$ cat src/ref_clock_pin_pkg.sv
/*
 * Constants for the reference clock output block: register addresses,
 * field positions, reset values and divider sizing.
 * Assumes a plain register port with a 12-bit address.
 */
//
// Summary of operation
// - Pin driven only while output enable set.
// - Output works in every oscillator configuration while awake.
// - Four-bit divisor selects sixteen divide ratios.
// - Divide base by two to divisor code.
// - Source bit picks primary oscillator, else system.
// - Sleep-run bit keeps primary-sourced output alive in Sleep in kept modes.
// - Sleep output needs sleep-run and source set.
// - Primary oscillator off in Sleep unless kept.
package ref_clock_pin_pkg;

    // ****************************************************************
    // Register map
    // ****************************************************************
    localparam int          ADDR_W       = 12;
    localparam logic [11:0] ADDR_CTRL    = 12'hf3d;
    localparam logic [11:0] ADDR_STATUS  = 12'hf3e;

    // ****************************************************************
    // Control fields
    // ****************************************************************
    localparam int          BIT_ENABLE   = 7;
    localparam int          BIT_SLEEPRUN = 5;
    localparam int          BIT_SOURCE   = 4;
    localparam int          DIV_LSB      = 0;
    localparam int          DIV_W        = 4;
    localparam logic [7:0]  CTRL_MASK    = 8'hbf;
    localparam logic [7:0]  CTRL_RESET   = 8'h00;

    // ****************************************************************
    // Status fields
    // ****************************************************************
    localparam int          BIT_ST_DRIVE = 0;
    localparam int          BIT_ST_LEVEL = 1;
    localparam int          BIT_ST_PRION = 2;

    // ****************************************************************
    // Divider and oscillator configuration
    // ****************************************************************
    localparam int          CNT_W        = 15;
    localparam int          OSC_CFG_W    = 3;
    localparam logic [7:0]  KEEP_MASK_DEF = 8'hf0;

endpackage : ref_clock_pin_pkg

$ cat src/ref_clock_pin_divider.sv
/*
 * Power-of-two divider of a sampled base clock level.
 * Assumes the base level is synchronous to mclk and slower than mclk/2.
 */
`timescale 1ns/1ns
module ref_clock_pin_divider #(
    parameter int DIV_W = ref_clock_pin_pkg::DIV_W,
    parameter int CNT_W = ref_clock_pin_pkg::CNT_W
) (
    // Clock and reset
    input  wire logic             mclk,
    input  wire logic             arst_n,
    // Control
    input  wire logic             clear,
    input  wire logic [DIV_W-1:0] div_sel,
    // Clock in and out
    input  wire logic             base_level,
    output logic                  div_out
);

    initial begin
        if (CNT_W != (2 ** DIV_W) - 1)
            $error("ref_clock_pin_divider: CNT_W must be 2**DIV_W-1");
    end

    logic             base_prev;
    logic [CNT_W-1:0] cnt;
    logic             rise;

    assign rise = base_level & ~base_prev;

    always_ff @(posedge mclk or negedge arst_n) begin
        if (!arst_n)
            base_prev <= 1'b0;
        else
            base_prev <= base_level;
    end

    // ****************************************************************
    // Edge counter; bit n-1 has period 2**n base periods
    // ****************************************************************
    always_ff @(posedge mclk or negedge arst_n) begin
        if (!arst_n)
            cnt <= '0;
        else if (clear)
            cnt <= '0;
        else if (rise)
            cnt <= cnt + CNT_W'(1);
    end

    always_ff @(posedge mclk or negedge arst_n) begin
        if (!arst_n)
            div_out <= 1'b0;
        else if (clear)
            div_out <= 1'b0;
        else if (div_sel == '0)
            div_out <= base_level;
        else
            div_out <= cnt[div_sel - DIV_W'(1)];
    end
endmodule : ref_clock_pin_divider

$ cat src/ref_clock_pin_top.sv
/*
 * Reference clock output: control and status registers, source and
 * Sleep gating, and the output pin drive.
 * Assumes base clock levels and sleep state synchronous to mclk.
 */
// Design decision made here: strobed register access.
`timescale 1ns/1ns
module ref_clock_pin_top #(
    parameter logic [7:0] KEEP_MASK = ref_clock_pin_pkg::KEEP_MASK_DEF
) (
    // Clock and reset
    input  wire logic                           mclk,
    input  wire logic                           arst_n,
    // Register port
    input  wire logic [ref_clock_pin_pkg::ADDR_W-1:0]    reg_addr,
    input  wire logic [7:0]                     reg_wdata,
    input  wire logic                           reg_write,
    input  wire logic                           reg_read,
    output logic      [7:0]                     reg_rdata,
    // Base clocks
    input  wire logic                           base_sys_clk,
    input  wire logic                           base_pri_clk,
    // Power state and oscillator configuration
    input  wire logic                           sleep_mode,
    input  wire logic [ref_clock_pin_pkg::OSC_CFG_W-1:0] oscillator_config_field,
    output logic                                pri_osc_on,
    // Reference clock pin
    output logic                                ref_clock_pin_out,
    output logic                                ref_clock_pin_oe
);

    localparam int DW = ref_clock_pin_pkg::DIV_W;

    logic [7:0]    reference_output_control;
    logic          ref_output_enable;
    logic          ref_run_in_sleep;
    logic          ref_base_source_select;
    logic [DW-1:0] ref_divisor_select;
    logic          keep_in_sleep;
    logic          active;
    logic          base_level;
    logic          div_out;
    logic [7:0]    status;

    // ****************************************************************
    // Helper functions
    // ****************************************************************
    function automatic logic osc_kept(input logic [7:0] mask,
                                      input logic [ref_clock_pin_pkg::OSC_CFG_W-1:0] cfg);
        osc_kept = mask[cfg];
    endfunction : osc_kept

    function automatic logic addr_hit(input logic [ref_clock_pin_pkg::ADDR_W-1:0] a,
                                      input logic [ref_clock_pin_pkg::ADDR_W-1:0] b);
        addr_hit = (a == b);
    endfunction : addr_hit

    // ****************************************************************
    // Control register
    // ****************************************************************
    always_ff @(posedge mclk or negedge arst_n) begin
        if (!arst_n)
            reference_output_control <= ref_clock_pin_pkg::CTRL_RESET;
        else if (reg_write && addr_hit(reg_addr, ref_clock_pin_pkg::ADDR_CTRL))
            reference_output_control <= reg_wdata & ref_clock_pin_pkg::CTRL_MASK;
    end

    assign ref_output_enable      = reference_output_control[ref_clock_pin_pkg::BIT_ENABLE];
    assign ref_run_in_sleep       = reference_output_control[ref_clock_pin_pkg::BIT_SLEEPRUN];
    assign ref_base_source_select = reference_output_control[ref_clock_pin_pkg::BIT_SOURCE];
    assign ref_divisor_select     = reference_output_control[ref_clock_pin_pkg::DIV_LSB +: DW];

    // ****************************************************************
    // Source, oscillator and Sleep gating
    // ****************************************************************
    // Only external-clock and high-speed crystal modes keep the primary alive
    assign keep_in_sleep = osc_kept(KEEP_MASK, oscillator_config_field);
    assign pri_osc_on    = !sleep_mode || keep_in_sleep;

    // Awake: any configuration works; asleep: both bits and a live primary
    always_comb begin
        if (!ref_output_enable)
            active = 1'b0;
        else if (!sleep_mode)
            active = 1'b1;
        else
            active = ref_run_in_sleep && ref_base_source_select
                     && keep_in_sleep;
    end

    assign base_level = ref_base_source_select ? base_pri_clk
                                               : base_sys_clk;

    ref_clock_pin_divider #(
        .DIV_W (DW),
        .CNT_W (ref_clock_pin_pkg::CNT_W)
    ) u_div (
        .mclk       (mclk),
        .arst_n     (arst_n),
        .clear      (!active),
        .div_sel    (ref_divisor_select),
        .base_level (base_level),
        .div_out    (div_out)
    );

    // ****************************************************************
    // Pin drive
    // ****************************************************************
    always_ff @(posedge mclk or negedge arst_n) begin
        if (!arst_n) begin
            ref_clock_pin_oe  <= 1'b0;
            ref_clock_pin_out <= 1'b0;
        end else begin
            ref_clock_pin_oe  <= active;
            ref_clock_pin_out <= active && div_out;
        end
    end

    // ****************************************************************
    // Read port
    // ****************************************************************
    always_comb begin
        status = 8'h00;
        status[ref_clock_pin_pkg::BIT_ST_DRIVE] = ref_clock_pin_oe;
        status[ref_clock_pin_pkg::BIT_ST_LEVEL] = ref_clock_pin_out;
        status[ref_clock_pin_pkg::BIT_ST_PRION] = pri_osc_on;
    end

    always_ff @(posedge mclk or negedge arst_n) begin
        if (!arst_n)
            reg_rdata <= 8'h00;
        else if (reg_read && addr_hit(reg_addr, ref_clock_pin_pkg::ADDR_CTRL))
            reg_rdata <= reference_output_control;
        else if (reg_read && addr_hit(reg_addr, ref_clock_pin_pkg::ADDR_STATUS))
            reg_rdata <= status;
        else
            reg_rdata <= 8'h00;
    end
endmodule : ref_clock_pin_top

$ cat config.mk
export PLATFORM = sky130hd
export DESIGN_NAME = ref_clock_pin_top
export DESIGN_NICKNAME = d
export VERILOG_FILES = /design/src/ref_clock_pin_pkg.sv /design/src/ref_clock_pin_divider.sv /design/src/ref_clock_pin_top.sv
export SDC_FILE = /design/constraint.sdc
export NUM_CORES = 1
export LEC_CHECK = 0
export BUFFER_PORTS_ARGS = -buffer_cell sky130_fd_sc_hd__buf_2
export CORE_ASPECT_RATIO = 0.7
export CORE_MARGIN = 1.5
export CORE_UTILIZATION = 35
export CTS_CLUSTER_SIZE = 20
export DETAILED_ROUTE_END_ITERATION = 16
export PLACE_DENSITY_LB_ADDON = 0.2
export RECOVER_POWER = 100
export SLEW_MARGIN = 20
export SYNTH_ARGS = -nofsm -noshare
export SYNTH_HDL_FRONTEND = slang
export SYNTH_HIERARCHICAL = 1
export SYNTH_SLANG_ARGS = --single-unit
$ cat constraint.sdc
create_clock -name mclk -period 2.22 [get_ports mclk]
set_clock_uncertainty 0.05 [all_clocks]
set_input_delay 0.111 -clock mclk [delete_from_list [all_inputs] [get_ports mclk]]
set_output_delay 0.111 -clock mclk [all_outputs]
set_load 0.005 [all_outputs]
; Yosys cells after proc, flatten, opt, wreduce, memory -nomap -nowiden
; Memories as Yosys holds them, arrays and structs flattened.
; Index checks and enable logic that the tools add are counted.
[word_totals]
ff_bits = 34
latch_bits = 0
ramBits = 0
mem_bits_ro = 8
input_bits = 30
out_inout_bits = 11
word_cells = 38
mem_count = 1
[mem_list]
columns = name, depth, width, read_ports, rd_clocked_by_memory_dff, write_ports, line
row1 = (no name shown), 8, 1, 1, 0, 0, ref_clock_pin_top.sv:50  ; osc_kept = mask[cfg];
[op_classes]
add_sub_neg = 2
mul = 0
div = 0
n_lt_le_gt_ge = 2
n_eq_ne = 3
shifts = 0
muxes = 12
n_bitwise = 2
reduce_logical = 9
[ops]
columns = cell, count
row1 = two-way mux 15 bit, 2
row2 = "equality test 12 bit, second input constant", 2
row3 = "adder 15 x 1 -> 15 bit, second input constant", 1
row4 = two-way mux 8 bit, 1
row5 = two-way mux 1 bit, 7
row6 = logical AND 1 bit, 6
row7 = "< comparator 4 x 5 -> 1 bit, second input constant", 1
row8 = binary-select mux 1 bit (select 4 bit), 1
row9 = zero test 4 bit, 1
row10 = "< comparator 3 x 4 -> 1 bit, second input constant", 1
row11 = "subtractor 4 x 1 -> 4 bit, second input constant", 1
row12 = two-way mux 3 bit, 1
row13 = "inequality test 2 x 1 -> 1 bit, second input constant", 1
row14 = bitwise AND 1 bit, 1
row15 = zero test 1 bit, 1
row16 = logical OR 1 bit, 1
row17 = NOT 1 bit, 1

; Longest topological paths before layout
; Gate-level depths: netlist of the first run.
[depth]
ltp_word = 6
depth_mapped = 7

; Hierarchy
; Netlist of the first run, hierarchy kept.
[by_module_without_submodules]
columns = module, instances, cells_each, area_per_inst_um2, seq_area_each_um2
row1 = ref_clock_pin_divider, 1, 105, 1037.2, 425.4
row2 = ref_clock_pin_top, 1, 51, 681.9, 400.4

; Worst setup path after synthesis of the first run
; Ideal clock, no wire load.
[synth_timing]
kind = register -> register
from = register reference_output_control[0]
to = register u_div.div_out
t_arrival_ns = 2.018
required_time_ns = 2.039
setup_slack_ns = 0.021
path_stages_with_launch = 8
path_buffers = 1
synth_period_minus_slack_ns = 2.199
cell_sequence = dfrtp_1 > buf_2 > inv_1 > ha_1 > mux4_1 > mux2i_1 > a2111oi_0 > or3_1
[synth_via]
elab_chain_cells = 5
[synth_lines]
columns = element, line
row1 = start: declaration, ref_clock_pin_top.sv:34  ; logic [7:0] reference_output_control;
row2 = start signal: assignment, ref_clock_pin_top.sv:63  ; reference_output_control <= ref_clock_pin_pkg::CTRL_RESET;
row3 = start signal: assignment, ref_clock_pin_top.sv:65  ; reference_output_control <= reg_wdata & ref_clock_pin_pkg::CTRL_MASK;
row4 = subtractor 4 x 1 -> 4 bit, ref_clock_pin_divider.sv:59  ; div_out <= cnt[div_sel - DIV_W'(1)];
row5 = binary-select mux 1 bit (select 4 bit), ref_clock_pin_divider.sv:59
row6 = two-way mux 1 bit (implied by the code), ref_clock_pin_divider.sv:59
row7 = two-way mux 1 bit (*), ref_clock_pin_divider.sv:56  ; else if (div_sel == '0)
row8 = two-way mux 1 bit (*), ref_clock_pin_divider.sv:54  ; else if (clear)
row9 = end signal: assignment, ref_clock_pin_divider.sv:57  ; div_out <= base_level;
row10 = end signal: assignment, ref_clock_pin_divider.sv:59
row11 = end: declaration, ref_clock_pin_divider.sv:18  ; output logic div_out
; Every way passes the cells marked *; elsewhere a longest branch is shown, timed or not. The select of a mux whose other input is x is not followed.
; A chain may end at the register's enable or synchronous reset.

; Final worst setup path of the first run
; Ends and elaborated chain as after synthesis.

==> impl_results.md, run 1 <==
- Worst Max-Slew Pin Slew: 827.4 ps
- Worst Hold End: reference_output_control[7]
- Final hold vios: 0
- Number of synthesized register bits: 33
- Pre-antenna DRT Iters: 4
- I/O Pins: 41
- Routability cong.: 0.7636
- Row Count: 21
- CP required: 2330 ps
- Leakage: 0.9050 nW
- Clock Sinks: 33
- Critical path start-end classification: reg2reg
- Sequential area share after synthesis: 48.03%
- Sw Ratio: 21.19%
- Synth Area in Simple Gates: 23.94%
- Post-CTS resize count: 0
- Worst hold path class: in2reg
- GRT overflow: 0
- Post-route minimum period: 2108 ps
- Worst Hold Depth: 2
- Clk Latency, worst-skew pair: 280 ps
- Startpoint type of the worst setup path: register
- Library cells used by synthesis: 43
- Non-filler instance count after layout: 268
- Total setup buffers inserted after CTS: 0
- CP Max Fanout: 5
- Clock power frac: 40.7%
- Syn Area/Cell: 11.02 sq um
- Layout fillers: 463
- Largest cells by area after synthesis: dfrtp_1 (48%), mux2_2 (5.9%), xnor2_1 (4.1%), nor2_1 (3.5%), mux4_2 (2.6%)
- Routed wire length per instance: 14.03 microns
- Net Count, Synth: 189
- Cell area after synthesis: 0.001719 sq mm
- Gr usage total: 14.91%
- Core area: 0.004756 sq mm
- Inserted Diodes: 0
- Synth Area in Compound Gates: 6.332%
- Final setup violation count: 0
- Largest net degree at the start of global routing: 34
- Net total in the final layout: 232
- Reg2reg end: u_div/div_out
- I/O Buffers: 36
- Post-DP HPWL: 2801 microns
- RSZ-0062 raised after global routing: false
- Yosys top cell by area: dfrtp_1
- Number of flops mapped to enable cells by yosys: 0
- Via count: 1,340
- Xor and xnor fraction of the mapped netlist area: 5.095%
- Detail Route Antenna Nets: 0
- Vias per cell: 5.000
- Die Ht: 61.64 microns
- Initial antenna violation count: 0
- Clock root cell: clkbuf_8
- Die area: 0.005348 sq mm
- Largest family of logic cells by synthesized area: simple AND/OR/NAND/NOR gates
- Async SR Flop Fraction: 100.0%
- DIE WIDTH: 86.77 microns
- Psw: 0.2352 mW
- CTS max path bufs: 2
- Initial DRC Count: 72
- Sequential share of power: 54.4%
- Post-Syn Instances: 156
- Status: finished clean
- Proportion of synthesized area in mux cells: 11.21%
- Worst r2r src: reference_output_control[0]
- Pwr dens: 542.2 mW/mm^2
- Worst R2R Path Depth: 6
- Crit path DAT: 2210 ps
- Max-cap violations: 0
- # H-tree levels: 2
- Worst R2R Setup Slack: 110 ps
- Yosys warnings: 6
- Number of remaining DRC errors: 0
- Post-Place Cells: 260
- Vias in the first global route: 1,160
- Overall Power: 1.110 mW
- Synth Area in Adders: 2.183%
- Max Slew Vio Count: 0
- CTS tree: built
- Worst-path clk slew: 70 ps
- Layout cells sized above 1: 27.64%
- Total negative setup slack: 0 ps
- Num CTS Buffers: 5
- Period utilization: 94.98%
- DRT Wirelength: 3759 microns
- Synth-to-layout area growth: 19.07%
- Part of the power in combinational logic: 4.9%
- CP Capture Type: register
- Rel. slew slack: 44.84%
- Top FF cell, synth: dfrtp_1
- Peak Freq: 474.3 MHz
- Share of the synthesized area in the top cell type: 48.03%
- First-pass GRT wire length: 5940 microns
- Place WS: 128.9 ps
- Int Power: 0.8747 mW
- Initial Util: 36.15%
- PnR worst setup slack: 111.6 ps
- Worst Hold Launch: reg_wdata[7]
- Maximum vdd ir drop: 0.3139 mV
cell usage after synthesis, drive strengths merged (4+ instances only):
cell type and count:
inv 7, nand3 7, nand2 4, or3 4
nor4 5, mux2 9, dfrtp 33, xnor2 8
and3 7, a21oi 6, nand4 4, nor2 16
routing by layer:
metal	vias up	part of all wire (%)	track usage (%)
met2	29	43	20.98
met4	0	0.80	4.839
li1	650	-	-
met1	657	52	21.92
met5	-	0	0
met3	4	4.6	4.424
cells in the final DEF (no fill, tap or decap), types with 2 or more instances in the layout:
master    netlist  routed
dfrtp_1        33      33
buf_2           1      27
nor2_1         16      16
clkbuf_1        2      12
mux2_2          9       8
xnor2_1         8       8
nand3_1         7       7
inv_1           7       7
clkbuf_8        0       6
a21oi_1         6       6
nor4_1          5       5
and3_2          4       4
or3_1           4       4
nand2_1         4       4
and3_1          3       3
nor2b_1         3       3
a22oi_1         3       3
nand4_1         2       3
nor3_1          3       3
o21ai_0         3       3
ha_1            3       3
and4_2          2       2
nand2b_1        2       2
mux4_2          2       2
mux2i_1         2       2
xor2_1          2       2
or2_2           2       2
through the flow:
stage / utilization, % / cell area [sq um] / hold slack (ps)
after floorplan: - / 1719 / -234.6
after global placement: 41.86 / 1991 / 160.3
after detailed placement: 41.86 / 1991 / 169.8
after CTS: 43.88 / 2087 / 8.354
after global routing: 43.04 / 2047 / 9.366
final: 43.04 / 2047 / 15.33
registers in the layout, indices dropped and copies added, names as in the netlist:
register / count
reference_output_control: 7
ref_clock_pin_out: 1
reg_rdata: 7
u_div/cnt: 15
u_div/div_out: 1
u_div/base_prev: 1
ref_clock_pin_oe: 1
cells by family (layout without fill, tap and decap cells):
kind of cell | Yosys count | after routing
xor+xnor | 10 | 10
other cells | 1 | 1
flops | 33 | 33
compound gates | 17 | 17
buf+inv | 12 | 55
fa+ha+maj | 3 | 3
simple gates | 66 | 66
mux | 14 | 14
power by group through the flow:
stage	Clock (mW)	Sequential, mW	Combinational (mW)
6_report	0.452	0.604	0.0540
5_1_grt	0.494	0.604	0.0622
4_1_cts	0.465	0.604	0.0574
3_5_place_dp	0	0.615	0.0559
3_3_place_gp	0	0.615	0.0540
2_1_floorplan	0	0.615	0.0191
what timing repair did:
item	4_1_cts	5_1_grt
hold endpoints to repair	33	0
hold buffers	1	0
setup endpoints to repair	0	0
critical path, stage by stage (launching register included):
cell and delay [ps]:
dfrtp_1 350, inv_1 60, ha_1 390, mux4_1 570, mux2i_1 140, a2111oi_0 70
or3_1 350
cell type report:
class / count / area (sq um) / share of cell area (%)
Multi-Input combinational cell: 111 / 827.0 / 40.40
Sequential cell: 33 / 825.8 / 40.34
Timing Repair Buffer: 41 / 195.2 / 9.535
Clock buffer: 7 / 86.33 / 4.218
Tap cell: 69 / 86.33 / 4.218
Inverter: 7 / 26.28 / 1.284
how the worst max path moves through the flow:
stage                                startpoint             to  slack (ps)  cells after the start
finish              reference_output_control[0]  u_div/div_out         110                      6
detailed placement  reference_output_control[0]  u_div/div_out         130                      6
global placement    reference_output_control[1]  u_div/div_out         140                      6
floorplan           reference_output_control[0]  u_div/div_out          20                      7
CTS                 reference_output_control[0]  u_div/div_out         120                      6
global route        reference_output_control[0]  u_div/div_out          10                      5
No activity file was read; power rests on OpenSTA's default activity.
==> inputs of run 2 (changes only) <==
- CORE_UTILIZATION: 35 -> 48
==> impl_results.md, run 2 (same netlist as run 1, synthesis figures left out) <==
- Total negative setup slack: 0 ps (unchanged)
- Critical Path Stages: 6 (unchanged)
- Most frequent cells in the layout: dfrtp_1 (33), buf_2 (30), nor2_1 (16)
- GRT overflow: 0 (unchanged)
- Row Count: 17 (-19%)
- Top delay family on crit path: simple AND/OR/NAND/NOR gates
- Worst r2r src: reference_output_control[1]
- Critical path start-end classification: reg2reg
- Pre-antenna DRT Iters: 4 (unchanged)
- Worst path max stage delay: 400 ps (-170 ps)
- Period utilization: 95.53% (+0.55 points)
- Crit. Startpoint: reference_output_control[1]
- Crit path DAT: 2240 ps (+30 ps)
- First-pass GRT wire length: 5968 microns (+0.47%)
- Maximum vdd ir drop: 0.4298 mV (+37%)
- Initial DRC Count: 49 (-32%)
- Largest registers: u_div/cnt x15, reference_output_control x7, reg_rdata x7
- Leakage: 0.9398 nW (+3.8%)
- CTS max path bufs: 2 (unchanged)
- Pwr dens: 600.5 mW/mm^2 (+11%)
- Largest register FFs: 15 (unchanged)
- Worst Max-Slew Pin Slew: 806.0 ps (-21.38 ps)
- Routability cong.: 0.8056 (+5.5%)
- Post-route minimum period: 2121 ps (+12.26 ps)
- Post-Place Cells: 238 (-8.5%)
- # H-tree levels: 2 (unchanged)
- Synth-to-layout area growth: 20.74%
- Crit path max-delay cell type: ha_2
- I/O Buffers: 36 (unchanged)
- Critical path destination: u_div/div_out
- Rel. slew slack: 46.27% (+1.4 points)
- Number of remaining DRC errors: 0 (unchanged)
- Worst hold path class: in2reg
- Detail Route Antenna Nets: 0 (unchanged)
- Num CTS Buffers: 5 (unchanged)
- Hold_ws: 10.49 ps (-4.846 ps)
- CP Capture Type: register
- RSZ-0062 raised after global routing: false
- Non-filler instance count after layout: 249 (-7.1%)
- Critical-path cell list: inv_1 > ha_2 > mux2_2 > a221oi_1 > nor4_1 > or3_1
- Peak Freq: 471.5 MHz (-0.58%)
- Worst R2R Setup Slack: 100 ps (about the same)
- Clk Latency, worst-skew pair: 290 ps (about the same)
- Vias in the first global route: 1,261 (+8.7%)
- CP Max Fanout: 5 (unchanged)
- Initial Util: 52.48% (+16 points)
- Die area: 0.003955 sq mm (-26%)
- Cell area after layout: 0.002076 sq mm (+1.4%)
- Largest net degree at the start of global routing: 34 (unchanged)
- CP required: 2340 ps (about the same)
- Vias per cell: 5.422 (+8.4%)
- Most common cell after layout, fill and taps aside: dfrtp_1
- Worst-path clk slew: 70 ps (about the same)
- Reg with most FFs: u_div/cnt
- Inserted Diodes: 0 (unchanged)
- PnR worst setup slack: 99.29 ps (-12.26 ps)
- Routed wire length per instance: 15.05 microns (+7.3%)
- Place WS: 67.62 ps (-61.31 ps)
- CP bufs+invs: 1 (unchanged)
- Initial antenna violation count: 0 (unchanged)
- Placed cell area: 0.001963 sq mm (-1.4%)
- Final setup violation count: 0 (unchanged)
- Max-cap violations: 0 (unchanged)
- Core area: 0.003276 sq mm (-31%)
- Reg2reg end: u_div/div_out
- Die Ht: 53.07 microns (-14%)
- Worst Hold Depth: 2 (unchanged)
- DIE WIDTH: 74.53 microns (-14%)
- Overall Power: 1.247 mW (+12%)
- Clock root cell: clkbuf_8
- Worst R2R Path Depth: 6 (unchanged)
- Startpoint type of the worst setup path: register
- DRT Wirelength: 3748 microns (-0.29%)
- Post-DP HPWL: 2788 microns (-0.47%)
- Gr usage total: 21.28% (+6.4 points)
- Status: finished clean
- Total setup buffers inserted after CTS: 0 (unchanged)
- CTS tree: built
- Via count: 1,350 (+0.75%)
- Layout cells sized above 1: 29.70% (+2.1 points)
- Final hold vios: 0 (unchanged)
- Net total in the final layout: 234 (+0.86%)
- Post-layout util: 63.37% (+20 points)
- Clock Sinks: 33 (unchanged)
- I/O Pins: 41 (unchanged)
- Max Slew Vio Count: 0 (unchanged)
run 2: changes by cell type in the layout (fill, tap and decap cells not counted):
cell	before	now
buf_1	1	0
bufinv_16	0	1
ha_2	0	1
clkbuf_1	12	10
dlygate4sd3_1	1	3
ha_1	3	2
buf_2	27	30
run 2: worst min-delay path by stage:
stage | slack [ps] | end | startpoint
6_report | 10 | reference_output_control[5] | reg_wdata[5]
5_1_grt | 2 | reference_output_control[5] | reg_wdata[5]
4_1_cts | 0.5 | reference_output_control[2] | reg_wdata[2]
3_5_place_dp | 160 | u_div/cnt[12] | arst_n
3_3_place_gp | 140 | u_div/cnt[12] | arst_n
2_1_floorplan | -230 | ref_clock_pin_oe | arst_n
run 2: power by group:
group / internal, mW / switching [mW] / leakage [nW]
Sequential: 0.603 / 0.00142 / 0.459
Clock: 0.366 / 0.220 / 0.0585
Combinational: 0.0282 / 0.0285 / 0.422
Total: 0.997 / 0.250 / 0.940
run 2: cell type report:
class	instances	area [sq um]
Clock buffer	7	86.33
Clock inverter	1	30.03
Fill cell	292	1200
Inverter	7	26.28
Multi-Input combinational cell	111	829.5
Sequential cell	33	825.8
Tap cell	47	58.81
Timing Repair Buffer	43	219.0
run 2: worst reg2reg max path, delay by kind of cell, from the launching register on:
family | cells | cell delay, ps
buffers and inverters | 1 | 60
multiplexers | 1 | 350
adder cells (fa/ha/maj) | 1 | 400
AND/OR/NAND/NOR | 2 | 470
AO/OA/AOI/OAI | 1 | 330
flip-flops | 1 | 340
run 2: repair_timing:
item	in CTS	in global routing
gates resized for setup	0	1
hold buffers	3	0
endpoints found under the hold margin	35	0
setup endpoints to repair	0	1
run 2: per-layer routing:
layer / share of wire [%] / global-route usage [%] / routed length, microns
met4: 1.2 / 7.576 / 44
met2: 45 / 30.36 / 1687
met5: 0 / 0 / 0
met1: 47 / 29.72 / 1769
met3: 6.6 / 7.619 / 246
==> inputs of run 3 (changes only) <==
- CORE_UTILIZATION: 48 -> 40
==> impl_results.md, run 3 (same netlist as run 1, synthesis figures left out) <==
- Status: finished clean
- Reg with most FFs: u_div/cnt
- Rel. slew slack: 47.18% (+0.91 points)
- Worst hold path class: in2reg
- Pre-antenna DRT Iters: 4 (unchanged)
- Worst R2R Path Depth: 6 (unchanged)
- Reg2reg end: u_div/div_out
- First-pass GRT wire length: 6127 microns (+2.7%)
- Max-cap violations: 0 (unchanged)
- Num CTS Buffers: 5 (unchanged)
- Clock Sinks: 33 (unchanged)
- Initial Util: 42.79% (-9.7 points)
- Detail Route Antenna Nets: 0 (unchanged)
- Total setup buffers inserted after CTS: 0 (unchanged)
- Post-Place Cells: 244 (+2.5%)
- # H-tree levels: 2 (unchanged)
- Routability cong.: 0.8198 (+1.8%)
- Peak Freq: 492.7 MHz (+4.5%)
- DIE WIDTH: 81.36 microns (+9.2%)
- Initial antenna violation count: 0 (unchanged)
- CP Max Fanout: 4 (-1)
- Row Count: 19 (+2)
- Most frequent cells in the layout: dfrtp_1 (33), buf_2 (31), nor2_1 (16)
- Place WS: 129.3 ps (+61.66 ps)
- Pwr dens: 531.0 mW/mm^2 (-12%)
- I/O Buffers: 36 (unchanged)
- Maximum vdd ir drop: 0.3493 mV (-19%)
- GRT overflow: 0 (unchanged)
- I/O Pins: 41 (unchanged)
- Period utilization: 91.43% (-4.1 points)
- Final setup violation count: 0 (unchanged)
- CTS max path bufs: 2 (unchanged)
- Inserted Diodes: 0 (unchanged)
- Hold_ws: 6.757 ps (-3.729 ps)
- PnR worst setup slack: 190.3 ps (+90.99 ps)
- Largest registers: u_div/cnt x15, reference_output_control x7, reg_rdata x7
- Gr usage total: 17.70% (-3.6 points)
- Vias per cell: 5.276 (-2.7%)
- RSZ-0062 raised after global routing: false
- Non-filler instance count after layout: 254 (+2.0%)
- Leakage: 0.9435 nW (+0.39%)
- Critical path destination: u_div/div_out
- Clk Latency, worst-skew pair: 280 ps (about the same)
- Final hold vios: 0 (unchanged)
- Critical path start-end classification: reg2reg
- Worst r2r src: reference_output_control[0]
- Core area: 0.004018 sq mm (+23%)
- DRT Wirelength: 3615 microns (-3.5%)
- CP Capture Type: register
- Most common cell after layout, fill and taps aside: dfrtp_1
- Vias in the first global route: 1,309 (+3.8%)
- Post-route minimum period: 2030 ps (-90.99 ps)
- Largest register FFs: 15 (unchanged)
- Crit path DAT: 2140 ps (-100 ps)
- Net total in the final layout: 234 (unchanged)
- Worst Max-Slew Pin Slew: 792.3 ps (-13.70 ps)
- CTS tree: built
- Layout cells sized above 1: 32.18% (+2.5 points)
- Synth-to-layout area growth: 20.31%
- Total negative setup slack: 0 ps (unchanged)
- Largest net degree at the start of global routing: 34 (unchanged)
- Die Ht: 57.85 microns (+9.0%)
- Via count: 1,340 (-0.74%)
- CP required: 2330 ps (about the same)
- Post-DP HPWL: 2714 microns (-2.7%)
- Die area: 0.004706 sq mm (+19%)
- Startpoint type of the worst setup path: register
- Worst-path clk slew: 70 ps (about the same)
- Clock root cell: clkbuf_8
- Worst R2R Setup Slack: 190 ps (+90 ps)
- Routed wire length per instance: 14.23 microns (-5.4%)
- Initial DRC Count: 70 (+43%)
- Crit. Startpoint: reference_output_control[0]
- Max Slew Vio Count: 0 (unchanged)
- Number of remaining DRC errors: 0 (unchanged)
run 3: final cells by class:
cell class,instances,area [sq um]
fillers,363,1949
multi-input cells,111,839.6
flip-flops and latches,33,825.8
repair buffers,43,225.2
clock buffers,5,68.82
well taps,52,65.06
inverters,7,26.28
clock inverters,3,17.52
run 3: what timing repair did:
item	in CTS	in global routing
hold buffers	2	0
endpoints found under the setup margin	0	1
hold endpoints to repair	34	0
resized for setup	0	2
run 3: through the flow:
stage,area [sq um],util [%],power (mW)
floorplan,1719,-,0.6342
CTS,2083,51.85,1.111
global placement,1977,49.21,0.6690
global route,2068,51.48,1.155
detailed placement,1977,49.21,0.6705
finish,2068,51.48,1.098
run 3: report_power, final:
group	leakage (nW)	switching [mW]	internal [mW]
sequential	0.459	0.00118	0.603
clock	0.0439	0.224	0.216
combinational	0.441	0.0273	0.0273
run 3: worst min path at each step:
stage | startpoint | endpoint | slack [ps] | cells after the start
6_report | reg_wdata[0] | reference_output_control[0] | 7 | 2
5_1_grt | reg_wdata[2] | reference_output_control[2] | 3 | 2
4_1_cts | reg_wdata[3] | reference_output_control[3] | 0.6 | 2
3_5_place_dp | arst_n | u_div/cnt[9] | 170 | 1
3_3_place_gp | arst_n | u_div/cnt[12] | 150 | 1
2_1_floorplan | arst_n | ref_clock_pin_oe | -230 | 0
run 3: critical path, stage by stage, from the launching register on:
cell and delay (ps):
dfrtp_1 350, inv_1 80, ha_4 300, mux4_1 540
mux2i_1 150, a2111oi_0 80, or3_1 360
run 3: metal layers:
layer	up-vias	wire length [microns]	global-route usage (%)
li1	651	-	-
met4	0	58	6.404
met3	9	203	5.512
met5	-	0	0
met2	34	1539	24.68
met1	646	1813	25.87
